$ cat config.mk
export PLATFORM = sky130hd
export DESIGN_NAME = serial_wire_unit
export DESIGN_NICKNAME = d
export VERILOG_FILES = /design/src/hdl/sw_pkg.sv /design/src/hdl/serial_wire_unit.sv
export SDC_FILE = /design/constraint.sdc
export NUM_CORES = 1
export LEC_CHECK = 0
export BUFFER_PORTS_ARGS = -buffer_cell sky130_fd_sc_hd__buf_2
export CORE_ASPECT_RATIO = 1.5
export CORE_MARGIN = 8
export CORE_UTILIZATION = 30
export CTS_BUF_LIST = sky130_fd_sc_hd__clkbuf_8 sky130_fd_sc_hd__clkbuf_16
export CTS_CLUSTER_DIAMETER = 60
export CTS_CLUSTER_SIZE = 30
export DETAILED_ROUTE_END_ITERATION = 10
export PLACE_DENSITY = 0.52
export SLEW_MARGIN = 20
export SYNTH_ARGS = -nofsm -noshare
export SYNTH_HDL_FRONTEND = slang
export SYNTH_SLANG_ARGS = --single-unit
$ cat constraint.sdc
create_clock -name ref_clk -period 1.7 [get_ports ref_clk]
set_input_delay 0.085 -clock ref_clk [delete_from_list [all_inputs] [get_ports ref_clk]]
set_output_delay 0.085 -clock ref_clk [all_outputs]
set_load 0.01 [all_outputs]
$ cat src/hdl/sw_pkg.sv
// package: register map, field layout and types of the serial wire unit
package sw_pkg;
    // register byte addresses (word aligned)
    localparam logic [3:0] ADDR_CTRL   = 4'h0;
    localparam logic [3:0] ADDR_DATA   = 4'h4;
    localparam logic [3:0] ADDR_STATUS = 4'h8;
    localparam logic [3:0] ADDR_MASK   = 4'hC;
    localparam logic [3:0] ADDR_PORT   = 4'h0;
    // control register fields
    localparam int WM_HI     = 5;
    localparam int WM_LO     = 4;
    localparam int CS_HI     = 3;
    localparam int CS_LO     = 2;
    localparam int STROBE_B  = 1;
    localparam int TOGGLE_B  = 0;
    // status bit positions
    localparam int SIF_B     = 0;
    localparam int OIF_B     = 1;
    // port register (data out, data pin, clock pin) fields
    localparam int PV_DO     = 0;
    localparam int PV_DAT    = 1;
    localparam int PV_CLK    = 2;
    localparam int DD_DO     = 4;
    localparam int DD_DAT    = 5;
    localparam int DD_CLK    = 6;
    localparam logic [7:0] CTRL_RST = 8'h00;
    localparam logic [7:0] PORT_RST = 8'h00;
    localparam logic [31:0] UNMAPPED_RD = 32'h00000000;

    typedef enum logic [1:0] {
        WM_OFF, WM_THREE, WM_TWO, WM_TWO_HOLD
    } wire_mode_t;

    // pin group carrier: output value, output enable, pull-up
    typedef struct packed {
        logic do_o;
        logic do_oe;
        logic dat_o;
        logic dat_oe;
        logic dat_pu;
        logic clk_o;
        logic clk_oe;
        logic clk_pu;
    } pin_drive_t;
endpackage : sw_pkg
$ cat src/hdl/serial_wire_unit.sv
// serial wire unit: wire modes, clock sources, shift register and counter
//
// Implementation choices: register access over Avalon-MM and the register offsets.
`timescale 1ns/1ns
`default_nettype none
module serial_wire_unit #(
    parameter int CNT_W = 4
) (
    // clock and reset
    input  wire logic              ref_clk,
    input  wire logic              sys_rst,
    // avalon-mm slave
    input  wire logic [3:0]        avs_address,
    input  wire logic              avs_read,
    input  wire logic              avs_write,
    input  wire logic [31:0]       avs_writedata,
    output logic      [31:0]       avs_readdata,
    output logic                   avs_waitrequest,
    // timer compare-match tick, same clock domain
    input  wire logic              timer_match,
    // pins: data out, serial data in / sda, serial clock pin / scl
    input  wire logic              serial_data_in_pin,
    input  wire logic              serial_clock_pin,
    output sw_pkg::pin_drive_t     pin_drive,
    // interrupt
    output logic                   irq
);
    // register map, byte addresses on the avalon side
    //   0x0 control: [5:4] wire mode, [3:2] clock source,
    //       [1] strobe or clock select, [0] clock pin toggle;
    //       bit 31 set also loads the port byte from [23:16]
    //   0x4 data: write [7:0] loads the shift register,
    //       read gives the counter in [11:8], shift register in [7:0]
    //   0x8 status: [0] start flag, [1] overflow flag, write one clears
    //   0xC mask: same layout as status, gates the irq level
    // port byte: [0] data out value, [1] data value, [2] clock value,
    //   [4] data out direction, [5] data direction, [6] clock direction
    // bus timing: a request is taken on the edge that finds waitrequest
    //   high; waitrequest drops for exactly one cycle after it, and the
    //   read word stands from then until the next read is taken
    // writes act on the taking edge; the master must still hold the
    //   request until it sees waitrequest low, and must drop it then,
    //   or a second copy of the write is taken one cycle later
    // pins: every pin output is registered, so a register write shows
    //   on the pins one cycle after it lands, but the clock value and the output latch show as they land in three- and two-wire modes,
    //   as do the start flag in both two-wire modes and the overflow flag in the hold mode, through the clock hold; pin inputs pass two
    //   flops and an edge detector, which costs two to three cycles
    // limitation: the serial clock pin is oversampled, so it must stay
    //   well below a quarter of ref_clk or edges are lost
    // two-wire drive: dat_o and clk_o stay low and the enables mean
    //   pull the line low; a released line is left to the pull-up
    // hazard: a control write with both bit 31 and the toggle bit set
    //   loads the port byte but sets its clock value bit to the inverse of the old one
    // the data out pin has no pull-up control here; its pad owns it
    // unmapped reads return zero and unmapped writes are dropped, so
    //   software probing the map cannot disturb the unit

    // whole unit state; one comb block builds the next copy
    typedef struct packed {
        logic [1:0]       wm;
        logic [1:0]       cs;
        logic             clk_sel;
        logic [7:0]       port;
        logic [7:0]       shreg;
        logic [CNT_W-1:0] cnt;
        logic             sif;
        logic             oif;
        logic [1:0]       mask;
        logic             do_latch;
        logic [1:0]       sda_s;
        logic [1:0]       scl_s;
        logic             sda_d;
        logic             scl_d;
        logic             ack;
        logic [31:0]      rdata;
        sw_pkg::pin_drive_t drv;
        logic             irq;
    } state_t;

    state_t st_ff;
    state_t nxt_st;

    // msb-first shift with input sample
    function automatic logic [7:0] shift_in(input logic [7:0] v,
                                            input logic       b);
        shift_in = {v[6:0], b};
    endfunction

    // write strobe aimed at one register address
    function automatic logic wr_hit(input logic       w,
                                    input logic [3:0] a,
                                    input logic [3:0] r);
        wr_hit = w && (a == r);
    endfunction

    // next state: bus, synchronisers, clocking, pin drive
    always_comb begin
        logic sda;
        logic scl;
        logic scl_rise;
        logic scl_fall;
        logic strobe;
        logic toggle;
        logic tick;
        logic out_tick;
        logic wr;
        logic start_ev;
        logic ovf_ev;
        logic [7:0] cw;
        logic [CNT_W-1:0] cnt_nx;
        logic dat_now;
        logic wm_two;
        sda = 1'b0;
        scl = 1'b0;
        scl_rise = 1'b0;
        scl_fall = 1'b0;
        strobe = 1'b0;
        toggle = 1'b0;
        tick = 1'b0;
        out_tick = 1'b0;
        wr = 1'b0;
        start_ev = 1'b0;
        ovf_ev = 1'b0;
        cw = 8'h00;
        cnt_nx = st_ff.cnt;
        dat_now = 1'b0;
        wm_two = 1'b0;
        nxt_st = st_ff;

        // two-flop synchronisers; logic reads only the second stage
        nxt_st.sda_s = {st_ff.sda_s[0], serial_data_in_pin};
        nxt_st.scl_s = {st_ff.scl_s[0], serial_clock_pin};
        sda = st_ff.sda_s[1];
        scl = st_ff.scl_s[1];
        nxt_st.sda_d = sda;
        nxt_st.scl_d = scl;
        scl_rise = scl & ~st_ff.scl_d;
        scl_fall = ~scl & st_ff.scl_d;

        // single-cycle answer: waitrequest low one cycle after request
        nxt_st.ack = (avs_read | avs_write) & ~st_ff.ack;
        wr = avs_write & ~st_ff.ack;
        cw = avs_writedata[7:0];
        if (wr_hit(wr, avs_address, sw_pkg::ADDR_CTRL)) begin
            nxt_st.wm = cw[sw_pkg::WM_HI:sw_pkg::WM_LO];
            nxt_st.cs = cw[sw_pkg::CS_HI:sw_pkg::CS_LO];
            nxt_st.clk_sel = cw[sw_pkg::STROBE_B];
            strobe = cw[sw_pkg::STROBE_B] & ~cw[sw_pkg::CS_HI];
            toggle = cw[sw_pkg::TOGGLE_B];
        end
        wm_two = st_ff.wm[1];

        // port register lives in the upper half of the control word
        if (wr_hit(wr, avs_address, sw_pkg::ADDR_CTRL) && avs_writedata[31])
            nxt_st.port = avs_writedata[23:16];
        if (toggle)
            nxt_st.port[sw_pkg::PV_CLK] = ~st_ff.port[sw_pkg::PV_CLK];

        // clock source table, by the two source bits:
        //   00 software strobe: a control write with the strobe bit set
        //   01 timer compare-match pulses from the same clock domain
        //   10 serial clock pin, shift on its rising edge
        //   11 serial clock pin, shift on its falling edge
        //   with 1x and the select bit set, the toggle bit clocks instead
        unique case (st_ff.cs)
            2'b00: tick = strobe;
            2'b01: tick = timer_match;
            default: begin
                // strobe bit picks toggle clocking over the pin
                if (st_ff.clk_sel)
                    tick = toggle;
                else
                    tick = st_ff.cs[0] ? scl_fall : scl_rise;
            end
        endcase
        // opposite edge for the output latch when pin clocked
        if (st_ff.cs[1] && !st_ff.clk_sel)
            out_tick = st_ff.cs[0] ? scl_rise : scl_fall;

        if (wr_hit(wr, avs_address, sw_pkg::ADDR_DATA))
            nxt_st.shreg = cw;
        else if (tick)
            nxt_st.shreg = shift_in(st_ff.shreg, sda);
        cnt_nx = st_ff.cnt + CNT_W'(1);
        if (tick) begin
            nxt_st.cnt = cnt_nx;
            ovf_ev = (cnt_nx == '0);
        end

        // transparent latch for software/timer and toggle clocking, else edge latched
        if (!st_ff.cs[1] || st_ff.clk_sel)
            nxt_st.do_latch = nxt_st.shreg[7];
        else if (out_tick)
            nxt_st.do_latch = st_ff.shreg[7];

        // start: sda falls while scl high, only in an active mode
        // both inputs are only synchronised, not filtered, so a glitch shorter
        // than a cycle that a sampling edge catches can still fake a start
        start_ev = (st_ff.wm != 2'b00) & scl & st_ff.sda_d & ~sda;

        // flags: set wins over write-one-to-clear
        // the set is applied last, so an event in the clearing cycle
        // is never lost to a late clear
        if (wr_hit(wr, avs_address, sw_pkg::ADDR_STATUS)) begin
            if (cw[sw_pkg::SIF_B])
                nxt_st.sif = 1'b0;
            if (cw[sw_pkg::OIF_B])
                nxt_st.oif = 1'b0;
        end
        if (start_ev)
            nxt_st.sif = 1'b1;
        if (ovf_ev)
            nxt_st.oif = 1'b1;
        if (wr_hit(wr, avs_address, sw_pkg::ADDR_MASK))
            nxt_st.mask = cw[1:0];
        nxt_st.irq = |({nxt_st.oif, nxt_st.sif} & nxt_st.mask);

        // pin drive per wire mode
        // the hold terms use the next flag values, so the clock line
        // is grabbed in the same cycle the flag becomes visible
        nxt_st.drv = '0;
        dat_now = nxt_st.do_latch;
        unique case (sw_pkg::wire_mode_t'(st_ff.wm))
            sw_pkg::WM_OFF: begin
                // plain port control, no serial override
                nxt_st.drv.do_o   = st_ff.port[sw_pkg::PV_DO];
                nxt_st.drv.do_oe  = st_ff.port[sw_pkg::DD_DO];
                nxt_st.drv.dat_o  = st_ff.port[sw_pkg::PV_DAT];
                nxt_st.drv.dat_oe = st_ff.port[sw_pkg::DD_DAT];
                nxt_st.drv.clk_o  = st_ff.port[sw_pkg::PV_CLK];
                nxt_st.drv.clk_oe = st_ff.port[sw_pkg::DD_CLK];
            end
            sw_pkg::WM_THREE: begin
                nxt_st.drv.do_o   = dat_now;
                nxt_st.drv.do_oe  = st_ff.port[sw_pkg::DD_DO];
                nxt_st.drv.dat_o  = st_ff.port[sw_pkg::PV_DAT];
                nxt_st.drv.dat_oe = st_ff.port[sw_pkg::DD_DAT];
                nxt_st.drv.clk_o  = nxt_st.port[sw_pkg::PV_CLK];
                nxt_st.drv.clk_oe = st_ff.port[sw_pkg::DD_CLK];
            end
            default: begin
                // open drain on data and clock: drive low only, enable by direction
                nxt_st.drv.do_o   = st_ff.port[sw_pkg::PV_DO];
                nxt_st.drv.do_oe  = st_ff.port[sw_pkg::DD_DO];
                nxt_st.drv.dat_oe = st_ff.port[sw_pkg::DD_DAT]
                    & (~dat_now | ~st_ff.port[sw_pkg::PV_DAT]);
                nxt_st.drv.clk_oe = st_ff.port[sw_pkg::DD_CLK]
                    & (~nxt_st.port[sw_pkg::PV_CLK] | nxt_st.sif
                    | (st_ff.wm[0] & nxt_st.oif));
            end
        endcase
        // pull-ups only on inputs outside two-wire modes
        nxt_st.drv.dat_pu = ~wm_two & ~st_ff.port[sw_pkg::DD_DAT]
            & st_ff.port[sw_pkg::PV_DAT];
        nxt_st.drv.clk_pu = ~wm_two & ~st_ff.port[sw_pkg::DD_CLK]
            & st_ff.port[sw_pkg::PV_CLK];
        // read word captured on the taking edge only; it then stands
        // until the next read, whatever the master does meanwhile
        if (!st_ff.ack && avs_read) begin
            unique case (avs_address)
                sw_pkg::ADDR_CTRL:
                    nxt_st.rdata = {8'h00, st_ff.port, 8'h00,
                                    2'b00, st_ff.wm, st_ff.cs,
                                    st_ff.clk_sel, 1'b0};
                sw_pkg::ADDR_DATA:
                    nxt_st.rdata = 32'({st_ff.cnt, st_ff.shreg});
                sw_pkg::ADDR_STATUS:
                    nxt_st.rdata = {30'h00000000, st_ff.oif, st_ff.sif};
                sw_pkg::ADDR_MASK:
                    nxt_st.rdata = {30'h00000000, st_ff.mask};
                default:
                    nxt_st.rdata = sw_pkg::UNMAPPED_RD;
            endcase
        end
    end

    // state register with synchronous reset
    always_ff @(posedge ref_clk) begin
        if (sys_rst) begin
            st_ff <= '0;
        end else begin
            st_ff <= nxt_st;
        end
    end

    // every output comes straight from a state flop
    assign avs_readdata    = st_ff.rdata;
    assign avs_waitrequest = ~st_ff.ack;
    assign pin_drive       = st_ff.drv;
    assign irq             = st_ff.irq;
endmodule // serial_wire_unit
`default_nettype wire

* Yosys cells after proc, flatten, opt, wreduce, memory -nomap -nowiden *
Cells that the tools add are included.

word-level totals
  bits of input ports = 43
  bits in registers = 78

operators by class
  bitwise operators = 33
  add/subtract/negate cells = 1
  equal/unequal tests = 5
  multiplexer cells = 25
  reduce and logical (&&, ||, !) cells = 20

operator list
  operator             number
  $pmux 24 s4          1
  $mux 1               16
  $mux 8               2
  $and 1x1->1          15
  $not 1->1            13
  $eq 4x4->1 const B   2
  $logic_not 4->1      2
  $logic_and 1x1->1    7
  $mux 2               3
  $reduce_or 2->1      3
  $add 4x1->4 const B  1
  $eq 2x1->1 const B   2
  $eq 4x3->1 const B   1
  $logic_not 2->1      2
  $or 1x1->1           4
  $pmux 1 s2           2
  $reduce_bool 2->1    2
  $logic_not 1->1      3
  $mux 3               1
  $and 2x2->2          1
  $logic_or 1x1->1     1

* Logic depth before layout (Yosys ltp) *
  depth in word-level cells = 13
  gate-level depth with buffers = 7
  mapped depth without buffers = 5

* Worst setup path after synthesis *
No wires, ideal clock.

  path kind = register to register
  start point = register st_ff[74] in the netlist's numbering
  end point = register st_ff[56] in the netlist's numbering
  buffers on the path = 2
  path slack = -88 ps
  data arrival time = 1655 ps
  cell stages (with the launch flop) = 8
  library setup time = 132 ps
  path through = dfxtp_1 buf_6 or3b_1 a21o_1 a32o_1 clkbuf_1 o21ai_0 a21oi_1

between the ends
  cells in the longest elaborated chain, start to end = 3
  elaborated cells on any way between the ends = 5
  classes of those cells = 1 x eq/ne; 3 x mux; 1 x reduce/logical

RTL lines
  what                    RTL line                 source
  start, declared         serial_wire_unit.sv:80   state_t st_ff;
  start signal, assigned  serial_wire_unit.sv:282  st_ff <= nxt_st;
  $mux 1                  serial_wire_unit.sv:173  tick = st_ff.cs[0] ? scl_fall : scl_rise;
  $mux 1                  serial_wire_unit.sv:170  if (st_ff.clk_sel)
  $pmux 1 s2 (*)          serial_wire_unit.sv:165  unique case (st_ff.cs)

Every way passes the cells marked *; elsewhere a longest branch is shown, timed or not.
A chain may end at the register's enable or synchronous reset.

* Worst setup path after layout *
  start point = register st_ff (netlist bit nxt_st[42])
  end point = register st_ff[64] in the netlist's numbering

between the ends
  cells in the longest elaborated chain, start to end = 7
  elaborated cells on any way between the ends = 8
  classes of those cells = 5 x mux; 3 x bitwise

RTL lines
  what            RTL line                 source
  $not 1->1       serial_wire_unit.sv:138  scl_fall = ~scl & st_ff.scl_d;
  $and 1x1->1     serial_wire_unit.sv:138
  $mux 1 (*)      serial_wire_unit.sv:173
  $mux 1 (*)      serial_wire_unit.sv:170
  $pmux 1 s2 (*)  serial_wire_unit.sv:165
  $mux 8 (*)      serial_wire_unit.sv:182  else if (tick)
  $mux 8 (*)      serial_wire_unit.sv:180  if (wr_hit(wr, avs_address, sw_pkg::ADDR_DATA))

Every way passes the cells marked *; elsewhere a longest branch is shown, timed or not. The select of a mux whose other input is x is not followed.

==> impl_metrics.env <==
export IMPL_start_util_pct=30.3
export IMPL_grt_pass1_vias=2594
export IMPL_gp_congestion=0.807
export IMPL_pin_count=85
export IMPL_hold_violations=0
export IMPL_hold_class="in -> reg"
export IMPL_dpl_hpwl_um=6240
export IMPL_cts_buffers=9
export IMPL_synth_warnings=0
export IMPL_crit_path_start="nxt_st[42]"
export IMPL_final_cells=526
export IMPL_synthCells=342
export IMPL_grt_met1_usage_pct=12.8
export IMPL_cp_arrival_ps=1980
export IMPL_synth_common_cells="66 x dfxtp_1, 47 x nor2_1, 41 x buf_4, 30 x nand2_1, 20 x a22oi_1"
export IMPL_gr_total_overflow=0
export IMPL_endpoint_kind="flip-flop"
export IMPL_cts_root_buf="clkbuf_16"
export IMPL_io_buffers=57
export IMPL_routedWlPerCell_um=15.9
export IMPL_num_vias=2540
export IMPL_synth_ff_type="dfxtp_1"
export IMPL_gr_usage_met2_pct=22.3
export IMPL_clockBufferDepth=2
export IMPL_violations="negative setup slack"
export IMPL_fmax_mhz=573
export IMPL_antenna_found_initial=0
export IMPL_setup_viol=9
export IMPL_cts_tree="built"
export IMPL_remaining_drc_errors=0
export IMPL_grt_max_degree=29
export IMPL_yosysSeqAreaShare_pct=43.7
export IMPL_busiest_layer="met2"
export IMPL_dieArea_mm2=0.0136
export IMPL_maxCapViolCount=0
export IMPL_postRouteAntennaNets=0
export IMPL_grt_pass1_wl_um=13400
export IMPL_clock_latency_ps=330
export IMPL_antenna_cells=0
export IMPL_worstSetupPathType="reg -> reg"
export IMPL_leakagePower_nw=1.67
export IMPL_drt_iter0_markers=120
export IMPL_synth_edff_count=0
export IMPL_netlist_top_cells_area="dfxtp_1 44%, buf_4 10%, nor2_1 5.8%"
export IMPL_fin_nets=449
export IMPL_start_kind="flip-flop"
export IMPL_rsz0062_at_grt="yes"
export IMPL_dp_cells=500
export IMPL_status="finished with violations"
export IMPL_vdd_drop_max_mv=0.437
export IMPL_chipHeight_um=139
export IMPL_cp_max_fo=5
export IMPL_fp_coreArea_mm2=0.00997
export IMPL_postSynthAreaPerCell_um2=8.83
export IMPL_syn_cell_area_mm2=0.00302
export IMPL_setup_tns_ps=-235
export IMPL_p_per_area_mw_per_mm2=917
export IMPL_die_x_um=97.9
export IMPL_placed_area_mm2=0.00336
export IMPL_synth_seq_cells=66
export IMPL_cp_required_ps=1940
export IMPL_yosys_area_top_type="dfxtp_1"
export IMPL_r2r_start="nxt_st[42]"
export IMPL_synth_top_area_share_pct=43.7
export IMPL_dr_pass1_iters=5
export IMPL_path_clk_slew_ps=50
export IMPL_h_tree_depth=3
export IMPL_min_from="avs_writedata[16]"
export IMPL_async_flop_share_pct=0
export IMPL_drive_above_1_share_pct=32.8
export IMPL_setup_ws_ps=-44.2
export IMPL_holdWs_ps=11.3
export IMPL_slew_violations=0
export IMPL_fin_crit_sh_pct=103
export IMPL_grt_total_usage_pct=12.5
export IMPL_fin_skew_ps=6.01
export IMPL_yosysUniqueCellTypes=48
export IMPL_fin_area_mm2=0.00388
export IMPL_numClockSinks=66
export IMPL_yosys_cell_count_top_type="dfxtp_1"
export IMPL_num_rows=45
export IMPL_areaGrowthSynthToFinish_pct=28.5
export IMPL_routed_wl_um=8340
export IMPL_finalCriticalPeriod_ps=1740
export IMPL_via_per_inst=4.83
export IMPL_met3_usage_pct=3.47
==> worst max-delay path, stage by stage (launching register included) <==
cell	delay [ps]
dfxtp_2	340
or3b_1	350
a21o_1	180
a32oi_1	190
buf_4	180
buf_4	140
nand2_1	50
a311oi_1	240
==> flip-flops by register name, indices dropped and copies added, names as in the netlist <==
register      count
avs_readdata     20
irq               1
nxt_st            4
pin_drive         8
st_ff            33
==> worst paths after layout <==
| check | cells after the start | slack [ps] | endpoint |
|---|---|---|---|
| max | 7 | -40 | st_ff[64] |
| min | 3 | 10 | st_ff[65] |
| max reg2reg | 7 | -40 | st_ff[64] |
| min reg2reg | 1 | 430 | nxt_st[42] |
==> layout make-up <==
class                           instances  area, um2
Fill cell                            1018       6080
Clock buffer                           12        267
Multi-Input combinational cell        223       1470
Clock inverter                          4       17.5
Timing Repair Buffer                   98        642
Tap cell                              117        146
Sequential cell                        66       1320
Inverter                                6       22.5
==> timing repair <==
item / in CTS / in global routing
endpoints found under the hold margin: 8 / 0
setup buffers: 2 / 0
pin swaps: 4 / 2
endpoints found under the setup margin: 16 / 27
resized for setup: 11 / 15
hold buffers: 8 / 0
cloned: 0 / 0
==> layer usage <==
| layer | routed length (um) | up-vias |
|---|---|---|
| met5 | 0 | - |
| met4 | 236 | 0 |
| met3 | 389 | 14 |
| met2 | 4520 | 62 |
| met1 | 3200 | 1185 |
| li1 | - | 1279 |
==> cells in the final DEF, fill, tap and decap left out, types with 9 or more instances in the layout <==
master / n
nand3_1: 11
nor2_1: 47
conb_1: 12
buf_2: 57
buf_4: 30
nor2b_1: 13
a21oi_1: 11
nand2_1: 27
dfxtp_1: 65
clkbuf_16: 9
a22oi_1: 20
==> report_power, final <==
group	internal (mW)	switching, mW	leakage (nW)
combinational	0.110	0.149	0.987
sequential	1.57	0.0127	0.534
clock	1.09	0.635	0.151
total	2.76	0.796	1.67
==> per-stage QoR <==
| stage | worst slack (ps) | util [%] | power, mW |
|---|---|---|---|
| 6_report | -44.2 | 39.0 | 3.56 |
| 5_1_grt | -139 | 39.0 | 3.71 |
| 3_3_place_gp | -142 | 33.7 | 1.83 |
| 2_1_floorplan | 2.43 | - | 1.74 |
| 4_1_cts | -44.0 | 38.1 | 3.61 |
| 3_5_place_dp | -145 | 33.7 | 1.83 |
==> cells by family (layout without fill, tap and decap cells) <==
kind of cell / Yosys count / count (layout) / synth area share (%)
adders and majority gates: 2 / 2 / 0.828
muxes: 15 / 15 / 5.59
and+or+nand+nor: 128 / 128 / 20.5
buffers and inverters: 64 / 120 / 13.6
other: 1 / 12 / 0.124
xor gates and xnor gates: 2 / 2 / 0.580
DFF: 66 / 66 / 43.7
AOI/OAI and AO/OA: 64 / 64 / 15.1
(Power assumes the default switching activity.)
